<file path="src/verilog/dmc_pkg.sv">
package dmc_pkg;

    localparam int ADDR_W  = 13;
    localparam int REG_AW  = 5;

    // register map, byte-wide registers
    localparam logic [REG_AW-1:0] OFF_SRC_START_LO = 5'h00;
    localparam logic [REG_AW-1:0] OFF_SRC_START_HI = 5'h01;
    localparam logic [REG_AW-1:0] OFF_SRC_END_LO   = 5'h02;
    localparam logic [REG_AW-1:0] OFF_SRC_END_HI   = 5'h03;
    localparam logic [REG_AW-1:0] OFF_DST_START_LO = 5'h04;
    localparam logic [REG_AW-1:0] OFF_DST_START_HI = 5'h05;
    localparam logic [REG_AW-1:0] OFF_RX_START_LO  = 5'h06;
    localparam logic [REG_AW-1:0] OFF_RX_START_HI  = 5'h07;
    localparam logic [REG_AW-1:0] OFF_RX_END_LO    = 5'h08;
    localparam logic [REG_AW-1:0] OFF_RX_END_HI    = 5'h09;
    localparam logic [REG_AW-1:0] OFF_CSUM_LO      = 5'h0a;
    localparam logic [REG_AW-1:0] OFF_CSUM_HI      = 5'h0b;
    localparam logic [REG_AW-1:0] OFF_CONTROL      = 5'h0c;
    localparam logic [REG_AW-1:0] OFF_IRQ_ENABLE   = 5'h0d;
    localparam logic [REG_AW-1:0] OFF_IRQ_FLAG     = 5'h0e;

    // field positions
    localparam int CTRL_GO_BIT    = 5;
    localparam int CTRL_SEL_BIT   = 4;
    localparam int CTRL_TXREQ_BIT = 3;
    localparam int IE_GLOBAL_BIT  = 7;
    localparam int IE_DMA_BIT     = 5;
    localparam int IF_DONE_BIT    = 5;

    // reset values
    localparam logic [ADDR_W-1:0] RST_PTR     = 13'h0000;
    localparam logic [ADDR_W-1:0] RST_RX_END  = 13'h1fff;
    localparam logic [15:0]       RST_CSUM    = 16'h0000;

    typedef enum logic [2:0] {
        DMC_IDLE = 3'b000,
        DMC_WAIT = 3'b001,
        DMC_CRD  = 3'b011,
        DMC_CWR  = 3'b010,
        DMC_SUM  = 3'b100,
        DMC_SFIN = 3'b101
    } dmc_state_e;

    typedef struct packed {
        dmc_state_e         state;
        logic               go;
        logic               csum_sel;
        logic               mode_sum;
        logic [ADDR_W-1:0]  src_start;
        logic [ADDR_W-1:0]  src_end;
        logic [ADDR_W-1:0]  dst_start;
        logic [ADDR_W-1:0]  rx_start;
        logic [ADDR_W-1:0]  rx_end;
        logic [15:0]        csum;
        logic               dma_ie;
        logic               gie;
        logic               done;
        logic [ADDR_W-1:0]  src;
        logic [ADDR_W-1:0]  dst;
        logic               first;
        logic               last;
        logic               rd;
        logic [ADDR_W-1:0]  raddr;
        logic               wr;
        logic [ADDR_W-1:0]  waddr;
        logic [7:0]         wdata;
        logic               dvalid;
        logic               hi_pend;
        logic [7:0]         hi;
        logic [15:0]        acc;
        logic [7:0]         rdata;
        logic               irq_n;
    } dmc_regs_s;

    localparam dmc_regs_s RST_REGS = '{
        state: DMC_IDLE, rx_end: RST_RX_END, csum: RST_CSUM, src_start: RST_PTR,
        src_end: RST_PTR, dst_start: RST_PTR, rx_start: RST_PTR, irq_n: 1'b1,
        acc: RST_CSUM, default: '0
    };

endpackage : dmc_pkg

</file>
<file path="src/verilog/dmc_ptr_if.sv">
`timescale 1ns/1ps
interface dmc_ptr_if;
    import dmc_pkg::*;
    logic [ADDR_W-1:0] cur;
    logic [ADDR_W-1:0] ring_start;
    logic [ADDR_W-1:0] ring_end;
    logic [ADDR_W-1:0] next;

    modport user (output cur, ring_start, ring_end, input next);
    modport step (input cur, ring_start, ring_end, output next);
endinterface : dmc_ptr_if

</file>
<file path="src/verilog/dmc_engine.sv">
`timescale 1ns/1ps
module dmc_engine
    import dmc_pkg::*;
(
    input  wire logic              core_clk,
    input  wire logic              rst,
    input  wire logic [REG_AW-1:0] reg_addr,
    input  wire logic [7:0]        reg_wdata,
    input  wire logic              reg_we,
    input  wire logic              reg_re,
    output logic      [7:0]        reg_rdata,
    input  wire logic              tx_request,
    output logic                   mem_rd,
    output logic      [ADDR_W-1:0] mem_raddr,
    input  wire logic [7:0]        mem_rdata,
    output logic                   mem_wr,
    output logic      [ADDR_W-1:0] mem_waddr,
    output logic      [7:0]        mem_wdata,
    output logic                   irq_n
);

    ////////////////////////////////////////////////////////////////////////
    dmc_regs_s st_r;
    dmc_regs_s st_nxt;
    logic      ctrl_wr;
    logic      start;
    logic      abort;
    logic      last_now;
    logic [15:0] word_sum;
    logic [15:0] pad_sum;
    logic [7:0]  rd_mux;

    dmc_ptr_if ptr ();

    assign ptr.cur        = st_r.src;
    assign ptr.ring_start = st_r.rx_start;
    assign ptr.ring_end   = st_r.rx_end;

    dmc_ring_step u_step (.p(ptr.step));

    dmc_ones_add u_word (.a(st_r.acc), .b({st_r.hi, mem_rdata}), .sum(word_sum));
    dmc_ones_add u_pad (.a(st_r.acc), .b({st_r.hi, 8'h00}), .sum(pad_sum));

    assign ctrl_wr  = reg_we && (reg_addr == OFF_CONTROL);
    assign start    = ctrl_wr && reg_wdata[CTRL_GO_BIT] && (st_r.state == DMC_IDLE);
    assign abort    = ctrl_wr && !reg_wdata[CTRL_GO_BIT] && (st_r.state != DMC_IDLE);
    // the first byte never ends the job
    assign last_now = (st_r.src == st_r.src_end) && !st_r.first;

    ////////////////////////////////////////////////////////////////////////
    always_comb
    begin
        case (reg_addr)
            OFF_SRC_START_LO: rd_mux = st_r.src_start[7:0];
            OFF_SRC_START_HI: rd_mux = {3'h0, st_r.src_start[12:8]};
            OFF_SRC_END_LO:   rd_mux = st_r.src_end[7:0];
            OFF_SRC_END_HI:   rd_mux = {3'h0, st_r.src_end[12:8]};
            OFF_DST_START_LO: rd_mux = st_r.dst_start[7:0];
            OFF_DST_START_HI: rd_mux = {3'h0, st_r.dst_start[12:8]};
            OFF_RX_START_LO:  rd_mux = st_r.rx_start[7:0];
            OFF_RX_START_HI:  rd_mux = {3'h0, st_r.rx_start[12:8]};
            OFF_RX_END_LO:    rd_mux = st_r.rx_end[7:0];
            OFF_RX_END_HI:    rd_mux = {3'h0, st_r.rx_end[12:8]};
            OFF_CSUM_LO:      rd_mux = st_r.csum[7:0];
            OFF_CSUM_HI:      rd_mux = st_r.csum[15:8];
            OFF_CONTROL:      rd_mux = 8'(({7'h00, st_r.go} << CTRL_GO_BIT)
                                     | ({7'h00, st_r.csum_sel} << CTRL_SEL_BIT)
                                     | ({7'h00, tx_request} << CTRL_TXREQ_BIT));
            OFF_IRQ_ENABLE:   rd_mux = 8'(({7'h00, st_r.gie} << IE_GLOBAL_BIT)
                                     | ({7'h00, st_r.dma_ie} << IE_DMA_BIT));
            OFF_IRQ_FLAG:     rd_mux = 8'({7'h00, st_r.done} << IF_DONE_BIT);
            default:          rd_mux = 8'h00;
        endcase
    end

    ////////////////////////////////////////////////////////////////////////
    always_comb
    begin
        st_nxt        = st_r;
        st_nxt.rd     = 1'b0;
        st_nxt.wr     = 1'b0;
        st_nxt.dvalid = st_r.rd;
        st_nxt.rdata  = reg_re ? rd_mux : 8'h00;
        // interrupt follows flag and both enables
        st_nxt.irq_n  = !(st_r.done && st_r.dma_ie && st_r.gie);

        // pointer writes are taken at any time; the host keeps them still while busy
        if (reg_we)
        begin
            case (reg_addr)
                OFF_SRC_START_LO: st_nxt.src_start[7:0]  = reg_wdata;
                OFF_SRC_START_HI: st_nxt.src_start[12:8] = reg_wdata[4:0];
                OFF_SRC_END_LO:   st_nxt.src_end[7:0]    = reg_wdata;
                OFF_SRC_END_HI:   st_nxt.src_end[12:8]   = reg_wdata[4:0];
                OFF_DST_START_LO: st_nxt.dst_start[7:0]  = reg_wdata;
                OFF_DST_START_HI: st_nxt.dst_start[12:8] = reg_wdata[4:0];
                OFF_RX_START_LO:  st_nxt.rx_start[7:0]   = reg_wdata;
                OFF_RX_START_HI:  st_nxt.rx_start[12:8]  = reg_wdata[4:0];
                OFF_RX_END_LO:    st_nxt.rx_end[7:0]     = reg_wdata;
                OFF_RX_END_HI:    st_nxt.rx_end[12:8]    = reg_wdata[4:0];
                OFF_CONTROL:      st_nxt.csum_sel        = reg_wdata[CTRL_SEL_BIT];
                OFF_IRQ_ENABLE:
                begin
                    st_nxt.gie    = reg_wdata[IE_GLOBAL_BIT];
                    st_nxt.dma_ie = reg_wdata[IE_DMA_BIT];
                end
                // write one to clear; a same-cycle set below wins
                OFF_IRQ_FLAG:     if (reg_wdata[IF_DONE_BIT]) st_nxt.done = 1'b0;
                default:          ;
            endcase
        end

        // read data arrives one clock after the read strobe was out
        if (st_r.dvalid && st_r.mode_sum)
        begin
            // end-around accumulate; the first byte of a pair waits as the high half
            st_nxt.hi_pend = !st_r.hi_pend;
            if (st_r.hi_pend)
                st_nxt.acc = word_sum;
            else
                st_nxt.hi  = mem_rdata;
        end
        if (st_r.dvalid && !st_r.mode_sum)
        begin
            st_nxt.wr    = 1'b1;
            st_nxt.waddr = st_r.dst;
            st_nxt.wdata = mem_rdata;
            st_nxt.dst   = ADDR_W'(st_r.dst + 13'h0001);
        end

        unique case (st_r.state)
            DMC_IDLE:
            begin
                if (start)
                begin
                    st_nxt.go       = 1'b1;
                    st_nxt.mode_sum = reg_wdata[CTRL_SEL_BIT];
                    st_nxt.src      = st_r.src_start;
                    st_nxt.dst      = st_r.dst_start;
                    st_nxt.first    = 1'b1;
                    st_nxt.last     = 1'b0;
                    st_nxt.acc      = RST_CSUM;
                    st_nxt.hi_pend  = 1'b0;
                    if (reg_wdata[CTRL_SEL_BIT])
                        st_nxt.state = DMC_SUM;
                    else if (tx_request)
                        st_nxt.state = DMC_WAIT;
                    else
                        st_nxt.state = DMC_CRD;
                end
            end
            DMC_WAIT: if (!tx_request) st_nxt.state = DMC_CRD;
            DMC_CRD:
            begin
                if (st_r.last)
                begin
                    st_nxt.state = DMC_IDLE;
                    st_nxt.go    = 1'b0;
                    st_nxt.done  = 1'b1;
                end
                else
                begin
                    st_nxt.rd    = 1'b1;
                    st_nxt.raddr = st_r.src;
                    st_nxt.src   = ptr.next;
                    st_nxt.first = 1'b0;
                    st_nxt.last  = last_now;
                    st_nxt.state = DMC_CWR;
                end
            end
            // second clock of each copied byte
            DMC_CWR: st_nxt.state = DMC_CRD;
            DMC_SUM:
            begin
                st_nxt.rd    = 1'b1;
                st_nxt.raddr = st_r.src;
                st_nxt.src   = ptr.next;
                st_nxt.first = 1'b0;
                st_nxt.last  = last_now;
                // no timeout, only the end match or an abort stops it
                if (last_now)
                    st_nxt.state = DMC_SFIN;
            end
            DMC_SFIN:
            begin
                if (!st_r.rd && !st_r.dvalid)
                begin
                    // result stored, go cleared, done set
                    st_nxt.csum  = st_r.hi_pend ? ~pad_sum : ~st_r.acc;
                    st_nxt.state = DMC_IDLE;
                    st_nxt.go    = 1'b0;
                    st_nxt.done  = 1'b1;
                end
            end
        endcase

        if (abort)
        begin
            st_nxt.state  = DMC_IDLE;
            st_nxt.go     = 1'b0;
            st_nxt.rd     = 1'b0;
            st_nxt.wr     = 1'b0;
            st_nxt.dvalid = 1'b0;
            st_nxt.done   = 1'b1;
        end
    end

    always_ff @(posedge core_clk or posedge rst)
    begin
        if (rst)
            st_r <= RST_REGS;
        else
            st_r <= st_nxt;
    end

    assign reg_rdata = st_r.rdata;
    assign mem_rd    = st_r.rd;
    assign mem_raddr = st_r.raddr;
    assign mem_wr    = st_r.wr;
    assign mem_waddr = st_r.waddr;
    assign mem_wdata = st_r.wdata;
    assign irq_n     = st_r.irq_n;

    ////////////////////////////////////////////////////////////////////////
    property p_load_src;
        @(posedge core_clk) disable iff (rst)
        (start && !reg_wdata[CTRL_SEL_BIT] && !tx_request)
            |-> ##2 (mem_rd && mem_raddr == $past(st_r.src_start, 2));
    endproperty
    a_load_src: assert property (p_load_src)
        else $error("first read not at source start");

    property p_step;
        @(posedge core_clk) disable iff (rst)
        (st_r.state == DMC_SUM && st_r.src != st_r.rx_end && !abort)
            |=> (st_r.src == ADDR_W'($past(st_r.src) + 13'h0001));
    endproperty
    a_step: assert property (p_step)
        else $error("source pointer did not advance by one");

    property p_wrap;
        @(posedge core_clk) disable iff (rst)
        ((st_r.state == DMC_SUM || (st_r.state == DMC_CRD && !st_r.last)) && st_r.src == st_r.rx_end && !abort)
            |=> (st_r.src == $past(st_r.rx_start));
    endproperty
    a_wrap: assert property (p_wrap)
        else $error("source pointer did not wrap to ring start");

    property p_end;
        @(posedge core_clk) disable iff (rst)
        (st_r.state == DMC_SUM && !st_r.first && st_r.src == st_r.src_end && !abort)
            |=> (st_r.state == DMC_SFIN) ##1 !mem_rd;
    endproperty
    a_end: assert property (p_end)
        else $error("engine did not stop at source end");

    property p_first;
        @(posedge core_clk) disable iff (rst)
        (st_r.state == DMC_SUM && st_r.first && !abort) |=> (st_r.state == DMC_SUM);
    endproperty
    a_first: assert property (p_first)
        else $error("first byte ended the operation");

    property p_abort;
        @(posedge core_clk) disable iff (rst)
        abort |=> (st_r.state == DMC_IDLE && !mem_rd && !mem_wr && !st_r.go
                   && $stable(st_r.csum)) ##1 !mem_rd;
    endproperty
    a_abort: assert property (p_abort)
        else $error("cancel did not stop the engine cleanly");

    property p_dst;
        @(posedge core_clk) disable iff (rst)
        (mem_wr ##2 mem_wr) |-> (mem_waddr == ADDR_W'($past(mem_waddr, 2) + 13'h0001));
    endproperty
    a_dst: assert property (p_dst)
        else $error("destination not linear");

    property p_defer;
        @(posedge core_clk) disable iff (rst)
        (st_r.state == DMC_WAIT && tx_request && !abort) |=> (st_r.state == DMC_WAIT) ##1 !mem_rd;
    endproperty
    a_defer: assert property (p_defer)
        else $error("copy ran during a transmit request");

    property p_finish;
        @(posedge core_clk) disable iff (rst)
        ($past(st_r.go) && !st_r.go) |-> (st_r.done && st_r.state == DMC_IDLE);
    endproperty
    a_finish: assert property (p_finish)
        else $error("go fell without done");

    property p_copy_rate;
        @(posedge core_clk) disable iff (rst)
        (mem_rd && !st_r.mode_sum && !st_r.last && !abort) |-> ##1 !mem_rd ##1 (mem_rd || !st_r.go);
    endproperty
    a_copy_rate: assert property (p_copy_rate)
        else $error("copy not two clocks per byte");

    property p_sum_nowrite;
        @(posedge core_clk) disable iff (rst)
        (st_r.mode_sum && st_r.state != DMC_IDLE) |-> !mem_wr;
    endproperty
    a_sum_nowrite: assert property (p_sum_nowrite)
        else $error("checksum mode wrote memory");

    property p_sum_rate;
        @(posedge core_clk) disable iff (rst)
        (st_r.state == DMC_SUM && !abort) |=> mem_rd;
    endproperty
    a_sum_rate: assert property (p_sum_rate)
        else $error("checksum skipped a clock");

    property p_irq;
        @(posedge core_clk) disable iff (rst)
        (st_r.done && st_r.dma_ie && st_r.gie) |=> !irq_n;
    endproperty
    a_irq: assert property (p_irq)
        else $error("interrupt not asserted");

    property p_go;
        @(posedge core_clk) disable iff (rst)
        start |=> (st_r.go && st_r.state != DMC_IDLE);
    endproperty
    a_go: assert property (p_go)
        else $error("go not set after start");

endmodule : dmc_engine

</file>
<file path="src/verilog/dmc_ring_step.sv">
`timescale 1ns/1ps
module dmc_ring_step
    import dmc_pkg::*;
(
    dmc_ptr_if.step p
);
    // the 13-bit sum wraps at the top of the buffer by itself
    assign p.next = (p.cur == p.ring_end) ? p.ring_start : ADDR_W'(p.cur + 13'h0001);
endmodule : dmc_ring_step

</file>
<file path="src/verilog/dmc_ones_add.sv">
`timescale 1ns/1ps
module dmc_ones_add
(
    input  wire logic [15:0] a,
    input  wire logic [15:0] b,
    output wire logic [15:0] sum
);
    logic [16:0] raw;
    assign raw = {1'b0, a} + {1'b0, b};
    // end-around carry back into bit 0
    assign sum = 16'(raw[15:0] + {15'h0000, raw[16]});
endmodule : dmc_ones_add

</file>
<file path="config.mk">
export PLATFORM = sky130hd
export DESIGN_NAME = dmc_engine
export DESIGN_NICKNAME = d
export VERILOG_FILES = /design/src/verilog/dmc_pkg.sv /design/src/verilog/dmc_ptr_if.sv /design/src/verilog/dmc_engine.sv /design/src/verilog/dmc_ring_step.sv /design/src/verilog/dmc_ones_add.sv
export SDC_FILE = /design/constraint.sdc
export NUM_CORES = 1
export LEC_CHECK = 0
export BUFFER_PORTS_ARGS = -buffer_cell sky130_fd_sc_hd__buf_4
export CAP_MARGIN = 20
export CORE_MARGIN = 5
export CORE_UTILIZATION = 55
export CTS_CLUSTER_SIZE = 16
export DETAILED_ROUTE_END_ITERATION = 6
export PLACE_DENSITY = 0.73
export REMOVE_ABC_BUFFERS = 1
export SLEW_MARGIN = 20
export SYNTH_ARGS = -nofsm -noshare
export SYNTH_HDL_FRONTEND = slang
export SYNTH_HIERARCHICAL = 1
export SYNTH_SLANG_ARGS = --single-unit
export TNS_END_PERCENT = 10
</file>
<file path="constraint.sdc">
create_clock -name core_clk -period 8 [get_ports core_clk]
set_clock_uncertainty 0.05 [all_clocks]
set_input_delay 2.4 -clock core_clk [delete_from_list [all_inputs] [get_ports core_clk]]
set_output_delay 2.4 -clock core_clk [all_outputs]
set_load 0.01 [all_outputs]
</file>
==> impl_metrics.ini <==
[run_status]
outcome = finished clean

[final_layout]
area_delta_synth_final_pct = 7.73
multiInputGateArea_um2 = 6300
fin_nets = 1226
fillCellCount = 1801
diodes = 0
regArea_um2 = 4750
drive_above_1_share_pct = 24.1

[power_and_ir_drop]
power_density_nw_per_um2 = 339
ir_drop_v = 0.000177
power_leakage_nw = 5.79
fin_total_pwr_w = 0.00425

[drt]
wire_per_inst_um = 20.1
drc = 0
finalWirelength_um = 29100
via_per_inst = 5.97
vias = 8643
ant_nets = 0
firstDrtPassIters = 5
first_iter_violations = 743

[sta]
finalHoldViolations = 0
period_minus_slack_ns = 5.89
setup_viol = 0
timing.setup.tns_ns = 0
slew_viol_final = 0
rsz0062_at_grt = false
fin_crit_sh_pct = 73.6
tightestPinTransition_ns = 1.02
timing.fmax_mhz = 170
slew_headroom_pct = 32.0

[synthesis]
synth_top_area_share_pct = 37.5
ys_async_sr_fraction_pct = 100
syn_area_per_cell_um2 = 10.1
ys_types = 90
post-synth-top-count-cell = dfrtp_1
netlist_instances = 1154
synth_edf_count = 0
ys_top_cells_by_count = 175 x dfrtp_1, 174 x nand2_1, 99 x mux2_2
synthFlopType = dfrtp_1
synthTopCellsByArea = dfrtp_1 38%, mux2_2 9.6%, nand2_1 5.6%
yosysTopAreaCell = dfrtp_1
synth_seq_cells = 189
yosysWarnings = 6
synth_area_um2 = 11700
synth-seq-area-share_pct = 40.7

[clock_network]
root_buffer = clkbuf_16
postCtsSetupBuffers = 0
path_clk_slew_ns = 0.07
htree_levels = 4
cts-buffers-inserted = 17
hold_buffers = 0
clockBufferDepth = 2
cts_tree = yes
post_cts_resized = 0
cts_sinks = 189
clock_latency_ns = 0.43

[grt]
grt_pass1_vias = 8469
antenna_found_initial = 0
grt_pass1_wl_um = 46500
grt_max_degree = 126
overflow = 0
globalRouteTotalUtil_pct = 24.2

[critical_path]
critPathArrivalTime_ns = 6.13
start_kind = input port
worst-path-max-fanout = 4
crit_required_ns = 8.24
endpoint_kind = flop
critPathKind = input port to flop

[placement]
place.gp.congestion = 0.934
dp_hpwl_um = 21400
port_buffers = 70

[die]
pin_count = 71
die_h_um = 156
start_util_pct = 55.7
core_um2 = 21000
rows = 53
die_x_um = 156
dieArea_um2 = 24200

[flow_run]
cap_viol_max_count = 0

[min_path]
hold_path_class = flop to flop
-- worst paths after layout --
check	cells after the start	startpoint	slack [ns]	to
hold reg to reg	2	st_r[112]	0.43	st_r[112]
hold / removal	2	st_r[112]	0.43	st_r[112]
setup / recovery	19	mem_rdata[0]	2.11	st_r[21]
setup reg to reg	18	st_r[9]	3.67	st_r[21]
max in group asynchronous	3	rst	4.47	st_r[19]
min in group asynchronous	2	rst	2.06	mem_waddr[12]
-- cell families (layout without fill, tap and decap cells) --
| family | count (synthesis) | in the layout | share of synthesized area, % |
|---|---|---|---|
| xor gates and xnor gates | 101 | 101 | 7.71 |
| DFF | 189 | 189 | 40.7 |
| AOI/OAI and AO/OA | 228 | 228 | 13.6 |
| muxes | 122 | 122 | 12.2 |
| and+or+nand+nor | 366 | 366 | 15.6 |
| buffers and inverters | 106 | 116 | 5.61 |
| adders and majority gates | 41 | 41 | 4.53 |
| other | 1 | 9 | 0.0321 |
-- critical path: stages --
cell and delay (ns):
buf_4 0.12, ha_1 0.22, fa_1 0.42, a211oi_2 0.33, o211a_1 0.29, nor4_1 0.09
or3_1 0.36, a21oi_2 0.18, nor2b_1 0.06, o21ai_0 0.18, nand2b_1 0.13, ha_1 0.21
ha_1 0.23, and4_1 0.19, and3_1 0.24, and3_1 0.20, xor2_1 0.14, nand2_1 0.07
a21oi_1 0.06
-- routing by layer --
layer / share of wire (%) / GRT usage (%)
met3: 4.8 / 3.69
met4: 2.3 / 7.92
met1: 44 / 32.5
met2: 49 / 40.6
met5: 0 / 0
-- cells in the final DEF, fill, tap and decap left out, types with 6 or more instances in the layout --
cell       count
a21o_1        11
a21oi_1       37
a22o_1         7
a22oi_1       21
a31oi_1       12
a32o_1         6
and3_1        13
buf_4         72
clkbuf_16     17
conb_1         9
dfrtp_1      175
dfstp_2       14
ha_1          39
inv_1         10
mux2_2        99
mux2_4        16
mux2i_1        7
nand2_1      174
nand2b_1       6
nand3_1       31
nand4_1       12
nor2_1        47
nor2b_1        6
nor3_1        11
nor4_1         6
o211ai_1       8
o21a_1         8
o21ai_0       52
o21ai_1       12
o21ai_2        7
or3_1          7
xnor2_1       47
xor2_1        52
-- stage by stage --
stage	setup slack [ns]	area (um^2)	hold WS (ns)	utilization (%)	cells
floorplan	0.431	11100	0.359	-	1068
global placement	1.81	12000	0.404	57.2	1415
detailed placement	1.75	12000	0.414	57.2	1415
CTS	2.18	12600	0.429	60.0	1447
global route	1.86	12600	0.454	60.0	1447
finish	2.11	12600	0.425	60.0	1447
-- flip-flops by register name, indices dropped and copies added (netlist names) --
signal,cells
st_r,105
ptr.cur,13
mem_raddr,13
reg_rdata,8
irq_n,1
ptr.ring_end,13
mem_rd,1
mem_wdata,8
mem_wr,1
ptr.ring_start,13
mem_waddr,13
-- report_power, final --
part / total (W) / internal, W / switching (W)
Combinational: 0.00190 / 0.000885 / 0.00102
Sequential: 0.00151 / 0.00121 / 0.000294
Clock: 0.000848 / 0.000450 / 0.000398
Total: 0.00425 / 0.00255 / 0.00171
-- area by class of cell --
cell class              instances  share of cell area (%)
well taps                     275                    2.74
repair buffers                 72                    4.30
clock inverters                14                    1.17
inverters                      12                   0.418
multi-input cells             867                    50.1
flip-flops and latches        189                    37.8
clock buffers                  18                    3.49
Note: power is estimated with default switching activity, not from simulation.
